`config.mk`:
```
export PLATFORM = sky130hd
export DESIGN_NAME = ufcip_core
export DESIGN_NICKNAME = d
export VERILOG_FILES = /design/src/design/ufcip_pkg.sv /design/src/design/ufcip_baud_gen.sv /design/src/design/ufcip_core.sv
export SDC_FILE = /design/constraint.sdc
export NUM_CORES = 1
export LEC_CHECK = 0
export BUFFER_PORTS_ARGS = -buffer_cell sky130_fd_sc_hd__buf_2
export CELL_PAD_IN_SITES_DETAIL_PLACEMENT = 0
export CELL_PAD_IN_SITES_GLOBAL_PLACEMENT = 1
export CORE_MARGIN = 2
export CORE_UTILIZATION = 49
export CTS_CLUSTER_SIZE = 28
export DETAILED_ROUTE_END_ITERATION = 10
export PLACE_DENSITY = 0.88
export SLEW_MARGIN = 10
export SYNTH_ARGS = -nofsm -noshare
export SYNTH_HDL_FRONTEND = slang
export SYNTH_SLANG_ARGS = --single-unit
```
`constraint.sdc`:
```
create_clock -name clk -period 9.4 [get_ports clk]
set_input_delay 0.94 -clock clk [delete_from_list [all_inputs] [get_ports clk]]
set_output_delay 0.94 -clock clk [all_outputs]
set_load 0.02 [all_outputs]
```
`src/design/ufcip_pkg.sv`:
```
// constants for the uart flow control and interrupt priority block
package ufcip_pkg;
   // register offsets on the 3-bit host address
   localparam logic [2:0] ADDR_DIV_LO      = 3'h0;
   localparam logic [2:0] ADDR_DIV_HI      = 3'h1;
   localparam logic [2:0] ADDR_INT_EN      = 3'h1;
   localparam logic [2:0] ADDR_ENH_FEAT    = 3'h2;
   localparam logic [2:0] ADDR_INT_ID      = 3'h2;
   localparam logic [2:0] ADDR_FIFO_CTL    = 3'h2;
   localparam logic [2:0] ADDR_LINE_CTL    = 3'h3;
   localparam logic [2:0] ADDR_MODEM_CTL   = 3'h4;
   localparam logic [2:0] ADDR_FLOW_THR    = 3'h6;
   localparam logic [2:0] ADDR_TRIG_LVL    = 3'h7;
   localparam logic [2:0] ADDR_XOFF2       = 3'h7;
   localparam logic [2:0] ADDR_FIFO_READY  = 3'h7;
   // line control values that open the alternate register banks
   localparam logic [7:0] LINE_CTL_ENH_KEY = 8'hbf;
   localparam int         LINE_CTL_DIV_BIT = 7;
   // field positions
   localparam int IE_RX_DATA   = 0;
   localparam int IE_TX_EMPTY  = 1;
   localparam int IE_LINE_ERR  = 2;
   localparam int IE_MODEM     = 3;
   localparam int IE_SLEEP     = 4;
   localparam int IE_XOFF      = 5;
   localparam int IE_RTS       = 6;
   localparam int IE_CTS       = 7;
   localparam int EF_WR_EN     = 4;
   localparam int EF_SPECIAL   = 5;
   localparam int EF_AUTO_RTS  = 6;
   localparam int EF_AUTO_CTS  = 7;
   localparam int MC_RTS       = 1;
   localparam int MC_READY_EN  = 2;
   localparam int MC_LOOPBACK  = 4;
   localparam int MC_BANK_EN   = 6;
   localparam int MC_PRESCALE  = 7;
   localparam int FC_ENABLE    = 0;
   // masks of the bits guarded by the enhanced write enable
   localparam logic [7:0] INT_EN_LOCK_MASK   = 8'hf0;
   localparam logic [7:0] FIFO_CTL_LOCK_MASK = 8'h30;
   localparam logic [7:0] MODEM_CTL_LOCK_MASK = 8'he0;
   // reset values
   localparam logic [7:0] RST_BYTE     = 8'h00;
   // identification codes, low six bits
   localparam logic [5:0] ID_LINE_ERR  = 6'h06;
   localparam logic [5:0] ID_RX_TMO    = 6'h0c;
   localparam logic [5:0] ID_RX_DATA   = 6'h04;
   localparam logic [5:0] ID_TX_EMPTY  = 6'h02;
   localparam logic [5:0] ID_MODEM     = 6'h00;
   localparam logic [5:0] ID_XOFF      = 6'h10;
   localparam logic [5:0] ID_FLOW_CHG  = 6'h20;
   // fifo control trigger tables, indexed by the 2-bit code
   localparam logic [6:0] TX_TRIG_TAB [4] = '{7'd8, 7'd16, 7'd32, 7'd56};
   localparam logic [6:0] RX_TRIG_TAB [4] = '{7'd8, 7'd16, 7'd56, 7'd60};
   localparam int         FIFO_LVL_W  = 7;
endpackage

```
`src/design/ufcip_baud_gen.sv`:
```
// baud tick generator, 16-bit divisor with optional divide by four
`timescale 1ns/1ps
module ufcip_baud_gen (
   input  wire logic        clk,
   input  wire logic        reset_n,
   input  wire logic [15:0] divisor,
   input  wire logic        prescale4,
   output logic             baud_tick
);
   typedef struct packed {
      logic [1:0]  pre;
      logic [15:0] cnt;
      logic        tick;
   } ufcip_baud_t;

   ufcip_baud_t q;
   ufcip_baud_t d;

   always_comb begin
      logic pre_done;
      pre_done = 1'b0;
      d        = q;
      d.tick   = 1'b0;
      pre_done = !prescale4 || (q.pre == 2'd3);
      d.pre    = prescale4 ? q.pre + 2'd1 : 2'd0;
      // a zero divisor stops the generator rather than ticking every cycle
      if (divisor == 16'h0000) begin
         d.cnt = 16'h0000;
      end else if (pre_done) begin
         if (q.cnt >= divisor - 16'h0001) begin
            d.cnt  = 16'h0000;
            d.tick = 1'b1;
         end else begin
            d.cnt = q.cnt + 16'h0001;
         end
      end
   end

   always_ff @(posedge clk or negedge reset_n) begin
      if (!reset_n) begin
         q <= '0;
      end else begin
         q <= d;
      end
   end

   assign baud_tick = q.tick;

   property p_no_tick_zero;
      @(posedge clk) disable iff (!reset_n)
      (divisor == 16'h0000) && $stable(divisor) |=> !baud_tick;
   endproperty
   a_no_tick_zero: assert property (p_no_tick_zero)
      else $error("baud tick with zero divisor");
endmodule // ufcip_baud_gen

```
`src/design/ufcip_core.sv`:
```
// enhanced control, flow control and interrupt identification of one channel
// How it works
// - identification encodes top source, priorities one to four
// - xoff or special character at priority five
// - cts/rts going inactive at priority six
// - enhanced bits 3:0 select software flow mode
// - enhanced bit 4 unlocks guarded control bits
// - special character compare against second xoff
// - auto rts halts and resumes on thresholds
// - auto cts halts transmitter on high cts
// - baud divides by sixteen-bit two-byte divisor
// - divisor writable only while sleep disabled
// - flow threshold holds halt and resume levels
// - flow threshold writes need both enables
// - trigger register holds tx and rx levels
// - trigger register writes need both enables
// - zero trigger field falls back to fifo control
// - ready bits 0,1 flag enough tx space
// - ready bits 4,5 flag rx level or timeout
// - ready register at seven when enabled, no loopback
// - identification bit 0 low while interrupt pending
// - modem control bit 4 enables internal loopback
`timescale 1ns/1ps
module ufcip_core
   import ufcip_pkg::*;
#(
   parameter int LVL_W = ufcip_pkg::FIFO_LVL_W
) (
   input  wire logic             clk,
   input  wire logic             reset_n,
   input  wire logic [1:0]       channel_select_n,
   input  wire logic [2:0]       addr,
   input  wire logic             wr_stb,
   input  wire logic             rd_stb,
   input  wire logic [7:0]       wr_data,
   output logic      [7:0]       rd_data,
   input  wire logic             line_err,
   input  wire logic             rx_timeout,
   input  wire logic             rx_timeout_b,
   input  wire logic [LVL_W-1:0] rx_level,
   input  wire logic [LVL_W-1:0] rx_level_b,
   input  wire logic [LVL_W-1:0] tx_space,
   input  wire logic [LVL_W-1:0] tx_space_b,
   input  wire logic             tx_empty_evt,
   input  wire logic             modem_chg,
   input  wire logic             xoff_rcvd,
   input  wire logic             rx_char_valid,
   input  wire logic [7:0]       rx_char,
   input  wire logic             tx_serial,
   input  wire logic             rx_pin,
   input  wire logic             cts_n_pin,
   output logic                  rx_serial,
   output logic                  rts_n_pin,
   output logic                  tx_halt,
   output logic [3:0]            sw_flow_mode,
   output logic [LVL_W-1:0]      tx_trigger,
   output logic [LVL_W-1:0]      rx_trigger,
   output logic                  irq_n,
   output logic                  baud_tick
);
   import ufcip_pkg::*;

   typedef struct packed {
      logic [7:0] line_control;
      logic [7:0] interrupt_enable;
      logic [7:0] fifo_control;
      logic [7:0] modem_control;
      logic [7:0] enhanced_feature_control;
      logic [7:0] divisor_low_byte;
      logic [7:0] divisor_high_byte;
      logic [7:0] flow_threshold;
      logic [7:0] fifo_trigger_level;
      logic [7:0] xoff2;
      logic [7:0] rd_data;
      logic [2:0] cts_s;
      logic [2:0] rx_s;
      logic       cts_n;
      logic       rx;
      logic       rts_n;
      logic       auto_rts_n;
      logic       special;
      logic       xoff;
      logic       cts_chg;
      logic       rts_chg;
      logic       irq_n;
   } ufcip_state_t;

   ufcip_state_t q;
   ufcip_state_t d;

   // fifo control trigger unless the level field is nonzero
   function automatic logic [LVL_W-1:0] eff_trig(
      input logic [3:0]       field,
      input logic [LVL_W-1:0] fallback
   );
      logic [LVL_W-1:0] lvl;
      lvl = LVL_W'({field, 2'b00});
      return (field == 4'h0) ? fallback : lvl;
   endfunction

   // levels held as level divided by four
   function automatic logic [LVL_W-1:0] times4(input logic [3:0] field);
      return LVL_W'({field, 2'b00});
   endfunction

   //////////////////////////////////////////////////////////////////////
   logic             sel_a;
   logic             sel_any;
   logic             enh_bank;
   logic             div_bank;
   logic             wr_en_enh;
   logic             bank_open;
   logic             loopback;
   logic             ready_vis;
   logic [LVL_W-1:0] tx_trig;
   logic [LVL_W-1:0] rx_trig;
   logic [5:0]       id_code;
   logic             pending;
   logic [7:0]       int_id;
   logic [7:0]       fifo_ready;
   logic             id_read;
   logic             cts_int_n;
   logic             special_hit;

   assign sel_a     = !channel_select_n[0];
   assign sel_any   = channel_select_n != 2'b11;
   assign enh_bank  = q.line_control == LINE_CTL_ENH_KEY;
   assign div_bank  = q.line_control[LINE_CTL_DIV_BIT] && !enh_bank;
   assign wr_en_enh = q.enhanced_feature_control[EF_WR_EN];
   assign loopback  = q.modem_control[MC_LOOPBACK];
   assign bank_open = wr_en_enh && q.modem_control[MC_BANK_EN];
   assign ready_vis = q.modem_control[MC_READY_EN] && !loopback;

   assign tx_trig = eff_trig(q.fifo_trigger_level[3:0],
                             TX_TRIG_TAB[q.fifo_control[5:4]]);
   assign rx_trig = eff_trig(q.fifo_trigger_level[7:4],
                             RX_TRIG_TAB[q.fifo_control[7:6]]);

   assign cts_int_n = loopback ? !q.modem_control[MC_RTS] : q.cts_n;
   assign special_hit = q.enhanced_feature_control[EF_SPECIAL]
                        && rx_char_valid && (rx_char == q.xoff2);

   //////////////////////////////////////////////////////////////////////
   // priority encoder
   always_comb begin
      pending = 1'b1;
      id_code = ID_MODEM;
      if (line_err && q.interrupt_enable[IE_LINE_ERR]) begin
         id_code = ID_LINE_ERR;
      end else if (rx_timeout && q.interrupt_enable[IE_RX_DATA]) begin
         id_code = ID_RX_TMO;
      end else if (rx_level >= rx_trig
                   && q.interrupt_enable[IE_RX_DATA]) begin
         id_code = ID_RX_DATA;
      end else if ((tx_empty_evt || tx_space >= tx_trig)
                   && q.interrupt_enable[IE_TX_EMPTY]) begin
         id_code = ID_TX_EMPTY;
      end else if (modem_chg && q.interrupt_enable[IE_MODEM]) begin
         id_code = ID_MODEM;
      end else if ((q.xoff || q.special)
                   && q.interrupt_enable[IE_XOFF]) begin
         id_code = ID_XOFF;
      end else if ((q.cts_chg && q.interrupt_enable[IE_CTS])
                   || (q.rts_chg && q.interrupt_enable[IE_RTS])) begin
         id_code = ID_FLOW_CHG;
      end else begin
         pending = 1'b0;
         id_code = ID_MODEM;
      end
   end

   assign int_id = {{2{q.fifo_control[FC_ENABLE]}},
                    id_code[5:1], !pending};

   assign fifo_ready = {2'b00,
                        rx_timeout_b || (rx_level_b > rx_trig),
                        rx_timeout || (rx_level > rx_trig),
                        2'b00,
                        tx_space_b >= tx_trig,
                        tx_space >= tx_trig};

   assign id_read = rd_stb && sel_a && !enh_bank && !div_bank
                    && addr == ADDR_INT_ID;

   //////////////////////////////////////////////////////////////////////
   always_comb begin
      logic [7:0] rdv;
      rdv = 8'h00;
      d   = q;
      // pins pass three flops; a change counts when stages two and three agree
      d.cts_s = {q.cts_s[1:0], cts_n_pin};
      d.rx_s  = {q.rx_s[1:0], rx_pin};
      if (q.cts_s[1] == q.cts_s[2]) begin
         d.cts_n = q.cts_s[2];
      end
      if (q.rx_s[1] == q.rx_s[2]) begin
         d.rx = q.rx_s[2];
      end

      // register writes
      if (wr_stb && sel_a) begin
         if (addr == ADDR_LINE_CTL) begin
            d.line_control = wr_data;
         end else if (enh_bank) begin
            if (addr == ADDR_ENH_FEAT) begin
               d.enhanced_feature_control = wr_data;
            end else if (addr == ADDR_XOFF2) begin
               d.xoff2 = wr_data;
            end
         end else if (div_bank) begin
            if (!q.interrupt_enable[IE_SLEEP]) begin
               if (addr == ADDR_DIV_LO) begin
                  d.divisor_low_byte = wr_data;
               end else if (addr == ADDR_DIV_HI) begin
                  d.divisor_high_byte = wr_data;
               end
            end
         end else begin
            unique case (addr)
               ADDR_INT_EN: begin
                  d.interrupt_enable = wr_en_enh ? wr_data :
                     (q.interrupt_enable & INT_EN_LOCK_MASK)
                     | (wr_data & ~INT_EN_LOCK_MASK);
               end
               ADDR_FIFO_CTL: begin
                  d.fifo_control = wr_en_enh ? wr_data :
                     (q.fifo_control & FIFO_CTL_LOCK_MASK)
                     | (wr_data & ~FIFO_CTL_LOCK_MASK);
               end
               ADDR_MODEM_CTL: begin
                  d.modem_control = wr_en_enh ? wr_data :
                     (q.modem_control & MODEM_CTL_LOCK_MASK)
                     | (wr_data & ~MODEM_CTL_LOCK_MASK);
               end
               ADDR_FLOW_THR: begin
                  if (bank_open) begin
                     d.flow_threshold = wr_data;
                  end
               end
               ADDR_TRIG_LVL: begin
                  if (bank_open) begin
                     d.fifo_trigger_level = wr_data;
                  end
               end
               default: begin
               end
            endcase
         end
      end

      // register reads, data from a flop one cycle later
      if (rd_stb && sel_a && addr == ADDR_LINE_CTL) begin
         rdv = q.line_control;
      end else if (rd_stb && sel_a && enh_bank) begin
         if (addr == ADDR_ENH_FEAT) begin
            rdv = q.enhanced_feature_control;
         end else if (addr == ADDR_XOFF2) begin
            rdv = q.xoff2;
         end
      end else if (rd_stb && sel_a && div_bank) begin
         if (addr == ADDR_DIV_LO) begin
            rdv = q.divisor_low_byte;
         end else if (addr == ADDR_DIV_HI) begin
            rdv = q.divisor_high_byte;
         end
      end else if (rd_stb && sel_any && addr == ADDR_FIFO_READY
                   && ready_vis) begin
         rdv = fifo_ready;
      end else if (rd_stb && sel_a) begin
         unique case (addr)
            ADDR_INT_EN:    rdv = q.interrupt_enable;
            ADDR_INT_ID:    rdv = int_id;
            ADDR_MODEM_CTL: rdv = q.modem_control;
            ADDR_FLOW_THR:  rdv = bank_open ? q.flow_threshold : 8'h00;
            ADDR_TRIG_LVL:  rdv = bank_open ? q.fifo_trigger_level : 8'h00;
            default:        rdv = 8'h00;
         endcase
      end
      d.rd_data = rdv;

      // auto rts hysteresis; halt above resume is software's job
      if (rx_level >= times4(q.flow_threshold[3:0])) begin
         d.auto_rts_n = 1'b1;
      end else if (rx_level <= times4(q.flow_threshold[7:4])) begin
         d.auto_rts_n = 1'b0;
      end
      d.rts_n = q.enhanced_feature_control[EF_AUTO_RTS] ?
                d.auto_rts_n : !q.modem_control[MC_RTS];

      // sticky sources clear on identification read; a new event wins
      if (id_read) begin
         d.special = 1'b0;
         d.xoff    = 1'b0;
         d.cts_chg = 1'b0;
         d.rts_chg = 1'b0;
      end
      if (special_hit) begin
         d.special = 1'b1;
      end
      if (xoff_rcvd) begin
         d.xoff = 1'b1;
      end
      if (!q.cts_n && d.cts_n) begin
         d.cts_chg = 1'b1;
      end
      if (!q.rts_n && d.rts_n) begin
         d.rts_chg = 1'b1;
      end
      d.irq_n = !pending;
   end

   always_ff @(posedge clk or negedge reset_n) begin
      if (!reset_n) begin
         q         <= '0;
         q.cts_s   <= 3'b111;
         q.rx_s    <= 3'b111;
         q.cts_n   <= 1'b1;
         q.rx      <= 1'b1;
         q.rts_n   <= 1'b1;
         q.irq_n   <= 1'b1;
      end else begin
         q <= d;
      end
   end

   //////////////////////////////////////////////////////////////////////
   assign rd_data      = q.rd_data;
   assign rx_serial    = loopback ? tx_serial : q.rx;
   assign rts_n_pin    = loopback ? 1'b1 : q.rts_n;
   assign tx_halt      = q.enhanced_feature_control[EF_AUTO_CTS]
                         && cts_int_n;
   assign sw_flow_mode = q.enhanced_feature_control[3:0];
   assign tx_trigger   = tx_trig;
   assign rx_trigger   = rx_trig;
   assign irq_n        = q.irq_n;

   ufcip_baud_gen u_baud (
      .clk       (clk),
      .reset_n   (reset_n),
      .divisor   ({q.divisor_high_byte, q.divisor_low_byte}),
      .prescale4 (q.modem_control[MC_PRESCALE]),
      .baud_tick (baud_tick)
   );

   //////////////////////////////////////////////////////////////////////
   property p_line_err_top;
      @(posedge clk) disable iff (!reset_n)
      line_err && q.interrupt_enable[IE_LINE_ERR] |-> id_code == ID_LINE_ERR;
   endproperty
   a_line_err_top: assert property (p_line_err_top)
      else $error("line error not top identification");

   property p_flow_chg_id;
      @(posedge clk) disable iff (!reset_n)
      $rose(q.cts_chg) && q.interrupt_enable[IE_CTS] && pending
      && id_code[4:0] == 5'h00 && !modem_chg |-> id_code == ID_FLOW_CHG;
   endproperty
   a_flow_chg_id: assert property (p_flow_chg_id)
      else $error("cts change not reported at level six");

   property p_pending_bit;
      @(posedge clk) disable iff (!reset_n)
      rd_stb && sel_a && !enh_bank && !div_bank && addr == ADDR_INT_ID
      |=> rd_data[0] == q.irq_n;
   endproperty
   a_pending_bit: assert property (p_pending_bit)
      else $error("identification bit 0 disagrees with pending");

   property p_lock_int_en;
      @(posedge clk) disable iff (!reset_n)
      wr_stb && sel_a && !enh_bank && !div_bank && addr == ADDR_INT_EN
      && !wr_en_enh |=> $stable(q.interrupt_enable[7:4]);
   endproperty
   a_lock_int_en: assert property (p_lock_int_en)
      else $error("guarded enable bits written while locked");

   property p_div_sleep;
      @(posedge clk) disable iff (!reset_n)
      q.interrupt_enable[IE_SLEEP] |=> $stable(q.divisor_low_byte)
                                      && $stable(q.divisor_high_byte);
   endproperty
   a_div_sleep: assert property (p_div_sleep)
      else $error("divisor changed during sleep");

   property p_thr_gate;
      @(posedge clk) disable iff (!reset_n)
      !bank_open |=> $stable(q.flow_threshold) && $stable(q.fifo_trigger_level);
   endproperty
   a_thr_gate: assert property (p_thr_gate)
      else $error("threshold written without both enables");

   property p_auto_rts;
      @(posedge clk) disable iff (!reset_n)
      q.enhanced_feature_control[EF_AUTO_RTS] && !loopback
      && rx_level >= times4(q.flow_threshold[3:0])
      && $stable(q.enhanced_feature_control) |=> rts_n_pin;
   endproperty
   a_auto_rts: assert property (p_auto_rts)
      else $error("rts not raised at halt level");

   property p_auto_cts;
      @(posedge clk) disable iff (!reset_n)
      q.enhanced_feature_control[EF_AUTO_CTS] && !loopback && q.cts_n
      |-> tx_halt;
   endproperty
   a_auto_cts: assert property (p_auto_cts)
      else $error("transmitter not halted on high cts");

   property p_special;
      @(posedge clk) disable iff (!reset_n)
      special_hit |=> q.special;
   endproperty
   a_special: assert property (p_special)
      else $error("special character match lost");

   property p_ready_zero;
      @(posedge clk) disable iff (!reset_n)
      rd_stb && sel_any && addr == ADDR_FIFO_READY && ready_vis
      && !enh_bank && !div_bank |=> rd_data[7:6] == 2'b00
                                    && rd_data[3:2] == 2'b00;
   endproperty
   a_ready_zero: assert property (p_ready_zero)
      else $error("unused ready bits not zero");

   property p_trig_override;
      @(posedge clk) disable iff (!reset_n)
      q.fifo_trigger_level[3:0] != 4'h0
      |-> tx_trigger == times4(q.fifo_trigger_level[3:0]);
   endproperty
   a_trig_override: assert property (p_trig_override)
      else $error("nonzero trigger field not used");
endmodule // ufcip_core

```
==> Word-level counts from Yosys, hierarchy flattened <==
Index checks and enable logic that the tools add are counted.
{ "totals": {"in_bits": 63, "reg_bits": 122, "wordCells": 177} }
{ "classes": {"add_sub_neg": 3, "bitwise": 11, "n_eq_ne": 12, "reduce_logical": 61, "magnitude_cmp": 10, "mux": 55} }
{ "ops": {"columns": ["operator", "n"], "rows": [
  ["$mux 8", 14],
  ["$mux 6", 7],
  ["$mux 7", 6],
  ["$pmux 8 s5", 1],
  ["$mux 16", 2],
  ["$bmux 7 s2", 2],
  ["$logic_and 1x1->1", 27],
  ["$ge 7x7->1", 3],
  ["$mux 1", 20],
  ["$reduce_and 5->1", 4],
  ["$reduce_and 6->1", 3],
  ["$mux 17", 1],
  ["$add 16x1->16 const B", 1],
  ["$ge 16x16->1", 1],
  ["$logic_not 16->1", 1],
  ["$sub 16x1->16 const B", 1],
  ["$gt 7x7->1", 2],
  ["$reduce_bool 2->1", 5],
  ["$eq 3x3->1 const B", 3],
  ["$logic_not 1->1", 9],
  ["$eq 8x8->1", 1],
  ["$eq 8x8->1 const B", 1],
  ["$logic_not 4->1", 2],
  ["$or 6x8->8", 1],
  ["other kinds (20)", 34]
]} }

==> Logic depth before layout (Yosys ltp) <==
Gate-level depths: netlist of run 1.
{ "logic_depth": {"ltp_word": 19, "depth_mapped": 13} }

==> Hierarchy <==
From an unflattened synthesis of run 1, not the netlist that was laid out.
{ "unflattened": {"cells_unflattened": 730, "hier_area_um2": 7521.0} }
{ "modules_own_cells": {"columns": ["module", "area_each_um2", "cells_each", "n_inst", "seq_area_each_um2"], "rows": [
  ["ufcip_core", 5846.9, 537, 1, 2514.9],
  ["ufcip_baud_gen", 1674.1, 193, 1, 475.5]
]} }

==> Worst setup path before layout of run 1 <==
No wires, ideal clock.
{ "synth_timing": {"path_kind": "register to register", "startpoint": "register q[60] in the netlist's numbering", "endpoint": "register u_baud.q[13] in the netlist's numbering", "slack_ns": 6.065, "n_path_buf": 1, "arrival_ns": 3.258, "stages_incl_launch_ff": 13, "synth_period_minus_slack_ns": 3.335, "setup_ns": 0.078, "t_required_ns": 9.322, "cell_sequence": "dfrtp_1 > or4_1 > or4_1 > nor3_1 > xnor2_1 > ha_1 > and4_1 > a31o_1 > a221oi_1 > o21a_1 > clkbuf_1 > a31oi_1 > a21oi_1"} }
{ "synth_between": {"elab_chain_len": 5} }
{ "synth_lines": {"columns": ["element", "line", "source"], "rows": [
  ["start, declared", "ufcip_core.sv:88", "ufcip_state_t q;"],
  ["$sub 16x1->16", "ufcip_baud_gen.sv:30", "if (q.cnt >= divisor - 16'h0001) begin"],
  ["$ge 16x16->1", "ufcip_baud_gen.sv:30", null],
  ["$mux 16", "ufcip_baud_gen.sv:30", null],
  ["$mux 17", "ufcip_baud_gen.sv:29", "end else if (pre_done) begin"],
  ["$mux 16", "ufcip_baud_gen.sv:27", "if (divisor == 16'h0000) begin"],
  ["end signal, assigned", "ufcip_baud_gen.sv:41", "q <= '0;"],
  ["end signal, assigned", "ufcip_baud_gen.sv:43", "q <= d;"],
  ["end, declared", "ufcip_baud_gen.sv:16", "ufcip_baud_t q;"]
]} }
Parallel ways exist; a longest one is shown, timed or not. The select of a mux whose other input is x is not followed.
A chain may end at the register's enable or synchronous reset.

==> Worst setup path in the final report of run 1 <==
{ "layout_timing": {"startpoint": "register q[59] in the netlist's numbering", "endpoint": "register u_baud.q[11] in the netlist's numbering"} }
Same word-level chain as after synthesis.

==> key figures, run 1 <==
Outcome
  • Status: complete, no violations

Global routing
  • Largest net degree at the start of global routing: 63
  • GRT Residual Overflow: 0
  • Global-route wire length before repair: 31.8 mm
  • GRT Util Overall: 25.5%
  • Initial antenna violation count: 0
  • Vias in the first global route: 5,960

Synth
  • FFs w/ async S/R, synth: 100%
  • Ys flop type: dfrtp_1
  • Yosys cell types: 80
  • Post-synthesis sequential area ratio: 40.6%
  • Yosys warnings: 0
  • #FFs+latches synth: 119
  • Post-synth EDFFs: 0
  • Synth Cell Area: 7360 µm²
  • Avg Cell Area, Syn: 10.1 µm²
  • Cells after Synth: 727

Placed design
  • Dpl hpwl: 15.1 mm
  • Placer Congestion: 0.949
  • Cell Area, Placed: 7790 µm²
  • Dpl cells: 955
  • Port buffer count: 87

Worst setup path
  • Buf+Inv Stages, Crit Path: 0
  • Worst path top cell family by delay: simple AND/OR/NAND/NOR gates
  • Slowest stage cell on the critical path: o21a_1
  • Most common cell on crit path: nand2_1
  • Worst Setup Start Kind: register
  • Data required, critical path: 9.72 ns
  • Worst-path cell chain: or4_1 > nor4_1 > nand2_1 > xor2_1 > ha_1 > and4_1 > a31o_1 > a221oi_1 > o21a_1 > nand2_1 > o311ai_1
  • Crit path kind: register to register
  • Max FO, Critical Path: 25
  • Crit path DAT: 4.59 ns
  • R2r setup slk: 5.13 ns
  • CP Capture Type: register
  • Slowest stage delay, CP: 0.74 ns

Clock network
  • Maximum clock path buffer count: 2
  • # hold bufs at CTS: 0
  • Post_cts resized: 0
  • Clk_lat worst skew: 0.43 ns
  • CTS H-tree depth: 4
  • Clk root buf: clkbuf_16
  • Clock Pin Slew Worst Setup and Hold Paths: 0.06 ns
  • Post-CTS Setup Bufs: 0
  • CTS tree: yes
  • Num CTS Buffers: 17
  • Total clock sinks: 119

Timing
  • Crit path time final: 4.27 ns
  • RSZ-0062 raised after global routing: false
  • Slew @ Worst Pin: 0.863 ns
  • Final Hold Viols: 0
  • Final slew viol count: 0
  • Fmax: 234 MHz
  • Fin crit share: 45.4%
  • Clock skew: 0.00881 ns
  • Slew HR: 42.4%
  • Setup tns final: 0 ns
  • Setup violators final: 0

Detailed routing
  • Final routed DRC violation total: 0
  • Drt total wl: 20.2 mm
  • Wire per inst: 20.5 µm
  • DRT antenna net count: 0
  • Drt pass-1 iters: 5
  • Routed vias/inst: 6.20
  • Vias: 6,124
  • DRT iter0 DRCs: 628

Cells and area
  • N_diodes: 0
  • Post-route cell area: 8390 µm²
  • Reg area: 2990 µm²
  • # nets final: 894
  • Area Overhead vs Synth: 14.0%
  • Multi-input gate area: 3980 µm²
  • Non-Filler Instances: 987
  • Share of cells above drive strength 1: 23.0%
  • Fillers: 1,246

Floorplan
  • Die area: 16,000 µm²
  • Core Rows: 44
  • Die height: 127 µm
  • Starting Density: 50.5%
  • Die Wd: 127 µm
  • Core ar.: 14,600 µm²
  • I/O pins: 94

Hold path
  • Hold crit path type: register to register

Power and ir drop
  • Leakage: 3.96 nW
  • Pwr Density: 203 nW/µm²
  • Peak supply drop: 0.161 mV

Run
  • Total of max-cap violations: 0
==> logic make-up (layout without fill, tap and decap cells) <==
family	Yosys count	count (layout)	share of synthesized area [%]
AND/OR/NAND/NOR	214	214	16.2
AO/OA/AOI/OAI	154	154	14.8
flip-flops	119	119	40.6
buffers and inverters	88	159	5.68
multiplexers	83	83	12.5
adder cells (fa/ha/maj)	44	44	7.37
XOR/XNOR	24	24	2.85
other	1	6	0.0509
==> synthesized netlist by cell type, types with 11 or more instances <==
master    count  area share [%]
a21oi_1      26             1.8
inv_1        39             2.0
xnor2_1      16             1.9
nand2_1      52             2.7
dfrtp_1     109              37
o21ai_1      13            0.88
mux2_1       31             4.7
nor2b_1      12             1.0
buf_4        18             1.8
nor2_1       37             1.9
mux2i_1      12             1.6
mux2_2       40             6.1
clkbuf_1     21             1.1
nand4_1      13             1.1
a31oi_1      11            0.93
nand3_1      13            0.88
o21ai_0      21             1.4
ha_1         41             7.0
==> power by group <==
part / switching, W / internal, W / total (W) / leakage [nW]
registers: 0.0000761 / 0.000572 / 0.000648 / 1.53
clock network: 0.000254 / 0.000403 / 0.000657 / 0.291
logic: 0.000221 / 0.000176 / 0.000397 / 2.14
==> registers in the layout, indices dropped and copies added, names as in the netlist <==
signal and flops:
u_baud.q 18, rd_data 8, d 4, q 81, irq_n 1, sw_flow_mode 4, u_baud.baud_tick 1, loopback 1
int_id 1
==> metrics by stage <==
| step | setup slack, ns | hold slack [ns] | util (%) | total power, W |
|---|---|---|---|---|
| detailed placement | 5.26 | 0.353 | 53.4 | 0.00104 |
| finish | 5.13 | 0.358 | 57.5 | 0.00170 |
| CTS | 5.28 | 0.360 | 57.5 | 0.00170 |
| floorplan | 6.06 | 0.345 | - | 0.000916 |
| global placement | 5.51 | 0.352 | 53.4 | 0.00102 |
| global route | 4.96 | 0.361 | 57.5 | 0.00178 |
==> routing by layer <==
metal / vias up / share of wire (%) / track usage (%)
met5: - / 0 / 0
met4: 0 / 2.3 / 8.73
met3: 44 / 8.8 / 7.30
met2: 296 / 44 / 37.8
met1: 2997 / 45 / 36.0
li1: 2787 / - / -
==> worst reg2reg max path, cell delays in order (launching register included) <==
cell and delay (ns):
dfrtp_1 0.45, or4_1 0.54, nor4_1 0.44, nand2_1 0.12, xor2_1 0.18, ha_1 0.33
and4_1 0.24, a31o_1 0.22, a221oi_1 0.22, o21a_1 0.74, nand2_1 0.33, o311ai_1 0.34
==> cell type report <==
class	instances	area share, %
multi-input cells	525	47.4
inverters	39	1.74
clock buffers	18	5.23
repair buffers	88	5.31
well taps	184	2.74
clock inverters	14	1.92
flip-flops and latches	119	35.6
==> path summary, 6_finish.rpt <==
kind | from | end | depth (start not counted)
max reg2reg | q[59] | u_baud.q[11] | 11
min reg2reg | d[10] | d[11] | 0
min | d[10] | d[11] | 0
min in group asynchronous | reset_n | u_baud.q[17] | 1
max | q[59] | u_baud.q[11] | 11
max in group asynchronous | reset_n | q[56] | 2
==> placed cells by master (no fill, tap or decap), types with 16 or more instances in the layout <==
cell type,count
dfrtp_1,109
buf_2,86
nand2_1,52
ha_1,41
mux2_2,40
inv_1,39
nor2_1,37
mux2_1,31
a21oi_1,26
o21ai_0,21
clkbuf_16,17
xnor2_1,16
No activity file was read; power rests on OpenSTA's default activity.
==> inputs of run 2 (changes only) <==
--- a/config.mk
+++ b/config.mk
@@ -9,10 +9,10 @@
 export CELL_PAD_IN_SITES_DETAIL_PLACEMENT = 0
 export CELL_PAD_IN_SITES_GLOBAL_PLACEMENT = 1
 export CORE_MARGIN = 2
-export CORE_UTILIZATION = 49
+export CORE_UTILIZATION = 41
 export CTS_CLUSTER_SIZE = 28
 export DETAILED_ROUTE_END_ITERATION = 10
-export PLACE_DENSITY = 0.88
+export PLACE_DENSITY = 0.79
 export SLEW_MARGIN = 10
 export SYNTH_ARGS = -nofsm -noshare
 export SYNTH_HDL_FRONTEND = slang
==> constraint.sdc (replaced) <==
create_clock -name clk -period 3.8 [get_ports clk]
set_input_delay 0.38 -clock clk [delete_from_list [all_inputs] [get_ports clk]]
set_output_delay 0.38 -clock clk [all_outputs]
set_load 0.02 [all_outputs]
==> run 2 against run 1 <==
Compared with the run above:
- wire length down 2.1%
- sequential cell count stayed put
- critical path depth increased by 1
- first-iteration DRC count fell by 12%
==> key figures, run 2 (synthesized netlist as in run 1, its figures left out) <==
Worst setup path
  • Data required, critical path: 4.14 ns (was 9.72 ns)
  • Max FO, Critical Path: 12 (was 25)
  • Worst Setup Start Kind: register (unchanged)
  • Crit path kind: register to register (unchanged)
  • Crit path DAT: 3.84 ns (was 4.59 ns)
  • Worst Reg-to-Reg Cells: 12 (was 11)
  • CP Capture Type: register (unchanged)

Placed design
  • Port buffer count: 87 (unchanged)
  • Dpl cells: 1,008 (was 955)
  • Cell Area, Placed: 7920 µm² (was 7790 µm²)
  • Dpl hpwl: 14.6 mm (was 15.1 mm)
  • Placer Congestion: 0.852 (was 0.949)

Clock network
  • Maximum clock path buffer count: 2 (unchanged)
  • Num CTS Buffers: 17 (unchanged)
  • Clk root buf: clkbuf_16 (unchanged)
  • Total clock sinks: 119 (unchanged)
  • Clk_lat worst skew: 0.42 ns (was 0.43 ns)
  • # hold bufs at CTS: 0 (unchanged)
  • CTS tree: yes (unchanged)
  • Clock Pin Slew Worst Setup and Hold Paths: 0.06 ns (about the same)
  • CTS H-tree depth: 4 (unchanged)

Cells and area
  • Non-Filler Instances: 1,040 (was 987)
  • Largest register FFs: 81 (unchanged)
  • Most common cell after layout, fill and taps aside: dfrtp_1 (unchanged)
  • Area Overhead vs Synth: 15.4% (was 14.0%)
  • Share of cells above drive strength 1: 23.4% (was 23.0%)
  • Fillers: 1,676 (was 1,246)
  • Post-route cell area: 8490 µm² (was 8390 µm²)
  • # nets final: 902 (was 894)
  • Post-layout util: 47.8% (was 57.5%)
  • N_diodes: 0 (unchanged)
  • Multi-input gate area: 3980 µm² (about the same)
  • Reg area: 2990 µm² (unchanged)
  • Reg with most FFs: q (unchanged)
  • Most frequent cells in the layout: dfrtp_1 (109), buf_2 (86), nand2_1 (52) (unchanged)

Timing
  • Final slew viol count: 0 (unchanged)
  • Clock skew: 0.00745 ns (was 0.00881 ns)
  • Crit path time final: 3.49 ns (was 4.27 ns)
  • Final Hold Viols: 0 (unchanged)
  • Slew HR: 41.1% (was 42.4%)
  • Slew @ Worst Pin: 0.871 ns (was 0.863 ns)
  • RSZ-0062 raised after global routing: false (unchanged)
  • Fin crit share: 92.0% (was 45.4%)
  • Setup violators final: 0 (unchanged)
  • Setup tns final: 0 ns (unchanged)
  • Fmax: 286 MHz (was 234 MHz)

Detailed routing
  • Routed vias/inst: 5.63 (was 6.20)
  • DRT iter0 DRCs: 553 (was 628)
  • Wire per inst: 19.0 µm (was 20.5 µm)
  • DRT antenna net count: 0 (unchanged)
  • Final routed DRC violation total: 0 (unchanged)
  • Drt pass-1 iters: 6 (was 5)
  • Vias: 5,850 (was 6,124)
  • Drt total wl: 19.8 mm (was 20.2 mm)

Global routing
  • Vias in the first global route: 5,660 (was 5,960)
  • Global-route wire length before repair: 31.9 mm (was 31.8 mm)
  • GRT Util Overall: 21.2% (was 25.5%)
  • GRT Residual Overflow: 0 (unchanged)
  • Largest net degree at the start of global routing: 66 (was 63)
  • Initial antenna violation count: 0 (unchanged)

Outcome
  • Status: complete, no violations (unchanged)

Floorplan
  • I/O pins: 94 (unchanged)
  • Die Wd: 138 µm (was 127 µm)
  • Core ar.: 17,800 µm² (was 14,600 µm²)
  • Die height: 138 µm (was 127 µm)
  • Core Rows: 49 (was 44)
  • Starting Density: 41.4% (was 50.5%)
  • Die area: 19,000 µm² (was 16,000 µm²)

Power and ir drop
  • Peak supply drop: 0.345 mV (was 0.161 mV)
  • Power, Total: 0.00411 W (was 0.00170 W)
  • Leakage: 3.97 nW (was 3.96 nW)
  • Pwr Density: 484 nW/µm² (was 203 nW/µm²)

Hold path
  • Hold crit path type: primary input to async pin (was register to register)

Run
  • Total of max-cap violations: 0 (unchanged)
run 2: cell count changes in the layout (fill, tap and decap cells not counted), sizes merged:
cell and delta:
buf +8, clkinv -1, bufinv -1, clkbuf +5, clkinvlp +2, inv -5
run 2: path summary, 6_finish.rpt:
path,start,to,slack [ns]
min,reset_n,u_baud.baud_tick,0.06
min in group clk,cts_n_pin,d[13],0.06
min reg2reg,d[13],d[14],0.35
max reg2reg,q[60],u_baud.q[8],0.31
max in group asynchronous,reset_n,q[6],2.90
max,q[60],u_baud.q[8],0.31
run 2: critical path: stages (launching register included):
cell and delay (ns):
dfrtp_1 0.42, or4_1 0.58, or4_1 0.44, nor3_1 0.19
xnor2_1 0.15, ha_1 0.26, and4_1 0.20, a31o_1 0.22
a221oi_1 0.23, o21a_1 0.25, buf_4 0.21, a31oi_1 0.09
a21oi_1 0.18
run 2: per-stage QoR:
step | setup slack [ns] | hold slack [ns]
2_1_floorplan | 0.465 | 0.0844
3_3_place_gp | 0.369 | 0.348
3_5_place_dp | 0.281 | 0.348
4_1_cts | 0.256 | 0.0478
5_1_grt | 0.0193 | 0.0442
6_report | 0.306 | 0.0608
run 2: metal layers:
| metal | wire length, µm | up-vias | track usage [%] |
|---|---|---|---|
| li1 | - | 2810 | - |
| met1 | 9360 | 2827 | 30.7 |
| met2 | 8960 | 188 | 32.3 |
| met3 | 1140 | 25 | 4.12 |
| met4 | 308 | 0 | 6.39 |
| met5 | 0 | - | 0 |
run 2: layout make-up:
class                           count  area share (%)
Clock buffer                       23            5.63
Clock inverter                      9            1.12
Inverter                           39            1.72
Multi-Input combinational cell    525            46.9
Sequential cell                   119            35.2
Tap cell                          229            3.37
Timing Repair Buffer               96            6.10
run 2: what timing repair did:
action                                 CTS  global route
endpoints found under the hold margin    0             0
setup endpoints to repair                0             1
setup buffers                            0             0
gates resized for setup                  0             1
run 2: power breakdown:
part           leakage, nW  internal [W]  switching [W]  total [W]
Sequential            1.53       0.00141       0.000175    0.00159
Clock                0.267      0.000957       0.000601    0.00156
Combinational         2.18      0.000439       0.000524   0.000963
Total                 3.97       0.00281        0.00130    0.00411
==> inputs of run 3 (changes only) <==
--- a/config.mk
+++ b/config.mk
@@ -6,7 +6,7 @@
 export NUM_CORES = 1
 export LEC_CHECK = 0
 export BUFFER_PORTS_ARGS = -buffer_cell sky130_fd_sc_hd__buf_2
-export CELL_PAD_IN_SITES_DETAIL_PLACEMENT = 0
+export CELL_PAD_IN_SITES_DETAIL_PLACEMENT = 1
 export CELL_PAD_IN_SITES_GLOBAL_PLACEMENT = 1
 export CORE_MARGIN = 2
 export CORE_UTILIZATION = 41
==> run 3 against run 2 <==
Compared with the run above:
- sequential share of layout area about the same
- clock power about the same
- sequential power barely moved
- utilization about the same
- clock-buffer cell count fell by 5
- wire length grew 11%
==> key figures, run 3 (synthesized netlist as in run 1, its figures left out) <==
Power and ir drop
  • Leakage: 3.98 nW (was 3.97 nW)
  • Pwr Density: 490 nW/µm² (was 484 nW/µm²)
  • Peak supply drop: 0.345 mV (about the same)

Timing
  • Final Hold Slack: 0.0526 ns (was 0.0608 ns)
  • Setup tns final: 0 ns (unchanged)
  • Crit path time final: 3.57 ns (was 3.49 ns)
  • Final setup margin: 0.232 ns (was 0.306 ns)
  • Fin crit share: 93.9% (was 92.0%)
  • Slew HR: 41.6% (was 41.1%)
  • Clock skew: 0.00961 ns (was 0.00745 ns)
  • Setup violators final: 0 (unchanged)
  • Fmax: 280 MHz (was 286 MHz)
  • Final Hold Viols: 0 (unchanged)
  • Slew @ Worst Pin: 0.876 ns (was 0.871 ns)
  • Final slew viol count: 0 (unchanged)

Outcome
  • Status: complete, no violations (unchanged)

Cells and area
  • Post-route cell area: 8490 µm² (about the same)
  • Reg with most FFs: q (unchanged)
  • Multi-input gate area: 3980 µm² (unchanged)
  • Largest register FFs: 81 (unchanged)
  • Most common cell after layout, fill and taps aside: dfrtp_1 (unchanged)
  • # nets final: 902 (unchanged)
  • Post-layout util: 47.7% (was 47.8%)
  • Fillers: 1,978 (was 1,676)
  • Most frequent cells in the layout: dfrtp_1 (109), buf_2 (86), nand2_1 (52) (unchanged)
  • Reg area: 2990 µm² (unchanged)
  • Share of cells above drive strength 1: 23.7% (was 23.4%)
  • N_diodes: 0 (unchanged)
  • Area Overhead vs Synth: 15.3% (was 15.4%)

Placed design
  • Dpl hpwl: 16.1 mm (was 14.6 mm)
  • Cell Area, Placed: 7920 µm² (unchanged)
  • Port buffer count: 87 (unchanged)
  • Pre-CTS worst setup slack: 0.180 ns (was 0.281 ns)
  • Placer Congestion: 0.852 (unchanged)

Hold path
  • Hold crit path type: primary input to register (was primary input to async pin)
  • Hold Crit Start: rx_pin

Clock network
  • Maximum clock path buffer count: 2 (unchanged)
  • Post-CTS Setup Bufs: 0 (unchanged)
  • Num CTS Buffers: 17 (unchanged)
  • Clock Pin Slew Worst Setup and Hold Paths: 0.06 ns (about the same)
  • CTS tree: yes (unchanged)
  • Total clock sinks: 119 (unchanged)
  • Clk root buf: clkbuf_16 (unchanged)
  • Clk_lat worst skew: 0.42 ns (about the same)
  • CTS H-tree depth: 4 (unchanged)

Global routing
  • Vias in the first global route: 6,159 (was 5,660)
  • Global-route wire length before repair: 35.3 mm (was 31.9 mm)
  • Largest net degree at the start of global routing: 66 (unchanged)
  • GRT Residual Overflow: 0 (unchanged)
  • GRT Util Overall: 23.4% (was 21.2%)
  • Initial antenna violation count: 0 (unchanged)

Detailed routing
  • Drt pass-1 iters: 5 (was 6)
  • DRT antenna net count: 0 (unchanged)
  • Vias: 6,043 (was 5,850)
  • Wire per inst: 21.2 µm (was 19.0 µm)
  • Routed vias/inst: 5.81 (was 5.63)
  • DRT iter0 DRCs: 509 (was 553)
  • Final routed DRC violation total: 0 (unchanged)
  • Drt total wl: 22.0 mm (was 19.8 mm)

Worst setup path
  • CP Capture Type: register (unchanged)
  • Max FO, Critical Path: 5 (was 12)
  • Crit path from: q[60] (unchanged)
  • R2r setup slk: 0.23 ns (was 0.31 ns)
  • Worst Setup Start Kind: register (unchanged)
  • Worst Reg-to-Reg Cells: 11 (was 12)
  • CP endpoint: u_baud.q[11] (was u_baud.q[8])
  • Crit path kind: register to register (unchanged)
  • Reg-to-Reg Start: q[60] (unchanged)
  • Data required, critical path: 4.11 ns (was 4.14 ns)
  • Crit path DAT: 3.88 ns (was 3.84 ns)
  • RR Endpoint: u_baud.q[11] (was u_baud.q[8])

Floorplan
  • Core Rows: 49 (unchanged)
  • Die area: 19,000 µm² (unchanged)
  • Core ar.: 17,800 µm² (unchanged)
  • I/O pins: 94 (unchanged)
  • Starting Density: 41.4% (unchanged)
  • Die height: 138 µm (unchanged)
  • Die Wd: 138 µm (unchanged)

Run
  • Total of max-cap violations: 0 (unchanged)
## run 3: timing repair
item                       in CTS  in global routing
hold buffers                    0                  0
gates resized for setup         0                  1
setup endpoints to repair       0                  6
## run 3: cell type report
type | count | share of cell area (%)
Multi-Input combinational cell | 525 | 46.9
Sequential cell | 119 | 35.2
Timing Repair Buffer | 96 | 6.10
Clock buffer | 18 | 5.06
Tap cell | 229 | 3.38
Inverter | 39 | 1.72
Clock inverter | 14 | 1.62
## run 3: stage by stage
stage / instances / total power [W]
CTS: 1040 / 0.00417
detailed placement: 1008 / 0.00260
global route: 1040 / 0.00438
finish: 1040 / 0.00416
global placement: 1008 / 0.00255
floorplan: 732 / 0.00227
## run 3: how the worst min path moves through the flow
stage,end,slack [ns],depth (start not counted)
after floorplan,int_id[6],0.08,0
after global placement,d[14],0.35,0
after detailed placement,d[14],0.35,0
after CTS,d[10],0.04,1
after global routing,d[10],0.04,1
final,d[10],0.05,1
## run 3: report_power, final
| part | switching, W | total, W | internal [W] |
|---|---|---|---|
| logic | 0.000549 | 0.000991 | 0.000442 |
| registers | 0.000183 | 0.00160 | 0.00141 |
| clock network | 0.000655 | 0.00157 | 0.000914 |
## run 3: critical path: stages (launching register included)
cell and delay, ns:
dfrtp_1 0.42, or4_1 0.58, or4_1 0.44, nor3_1 0.20
xnor2_1 0.14, ha_1 0.26, and4_1 0.20, a31o_1 0.22
a221oi_1 0.23, o21a_1 0.26, nand2_1 0.17, o311ai_1 0.34
## run 3: layer usage
| metal | vias up | wire, µm | track usage [%] |
|---|---|---|---|
| met1 | 3047 | 10100 | 32.8 |
| met2 | 162 | 10600 | 38.1 |
| met5 | - | 0 | 0 |
| li1 | 2808 | - | - |
| met4 | 0 | 306 | 4.99 |
| met3 | 26 | 1090 | 4.43 |
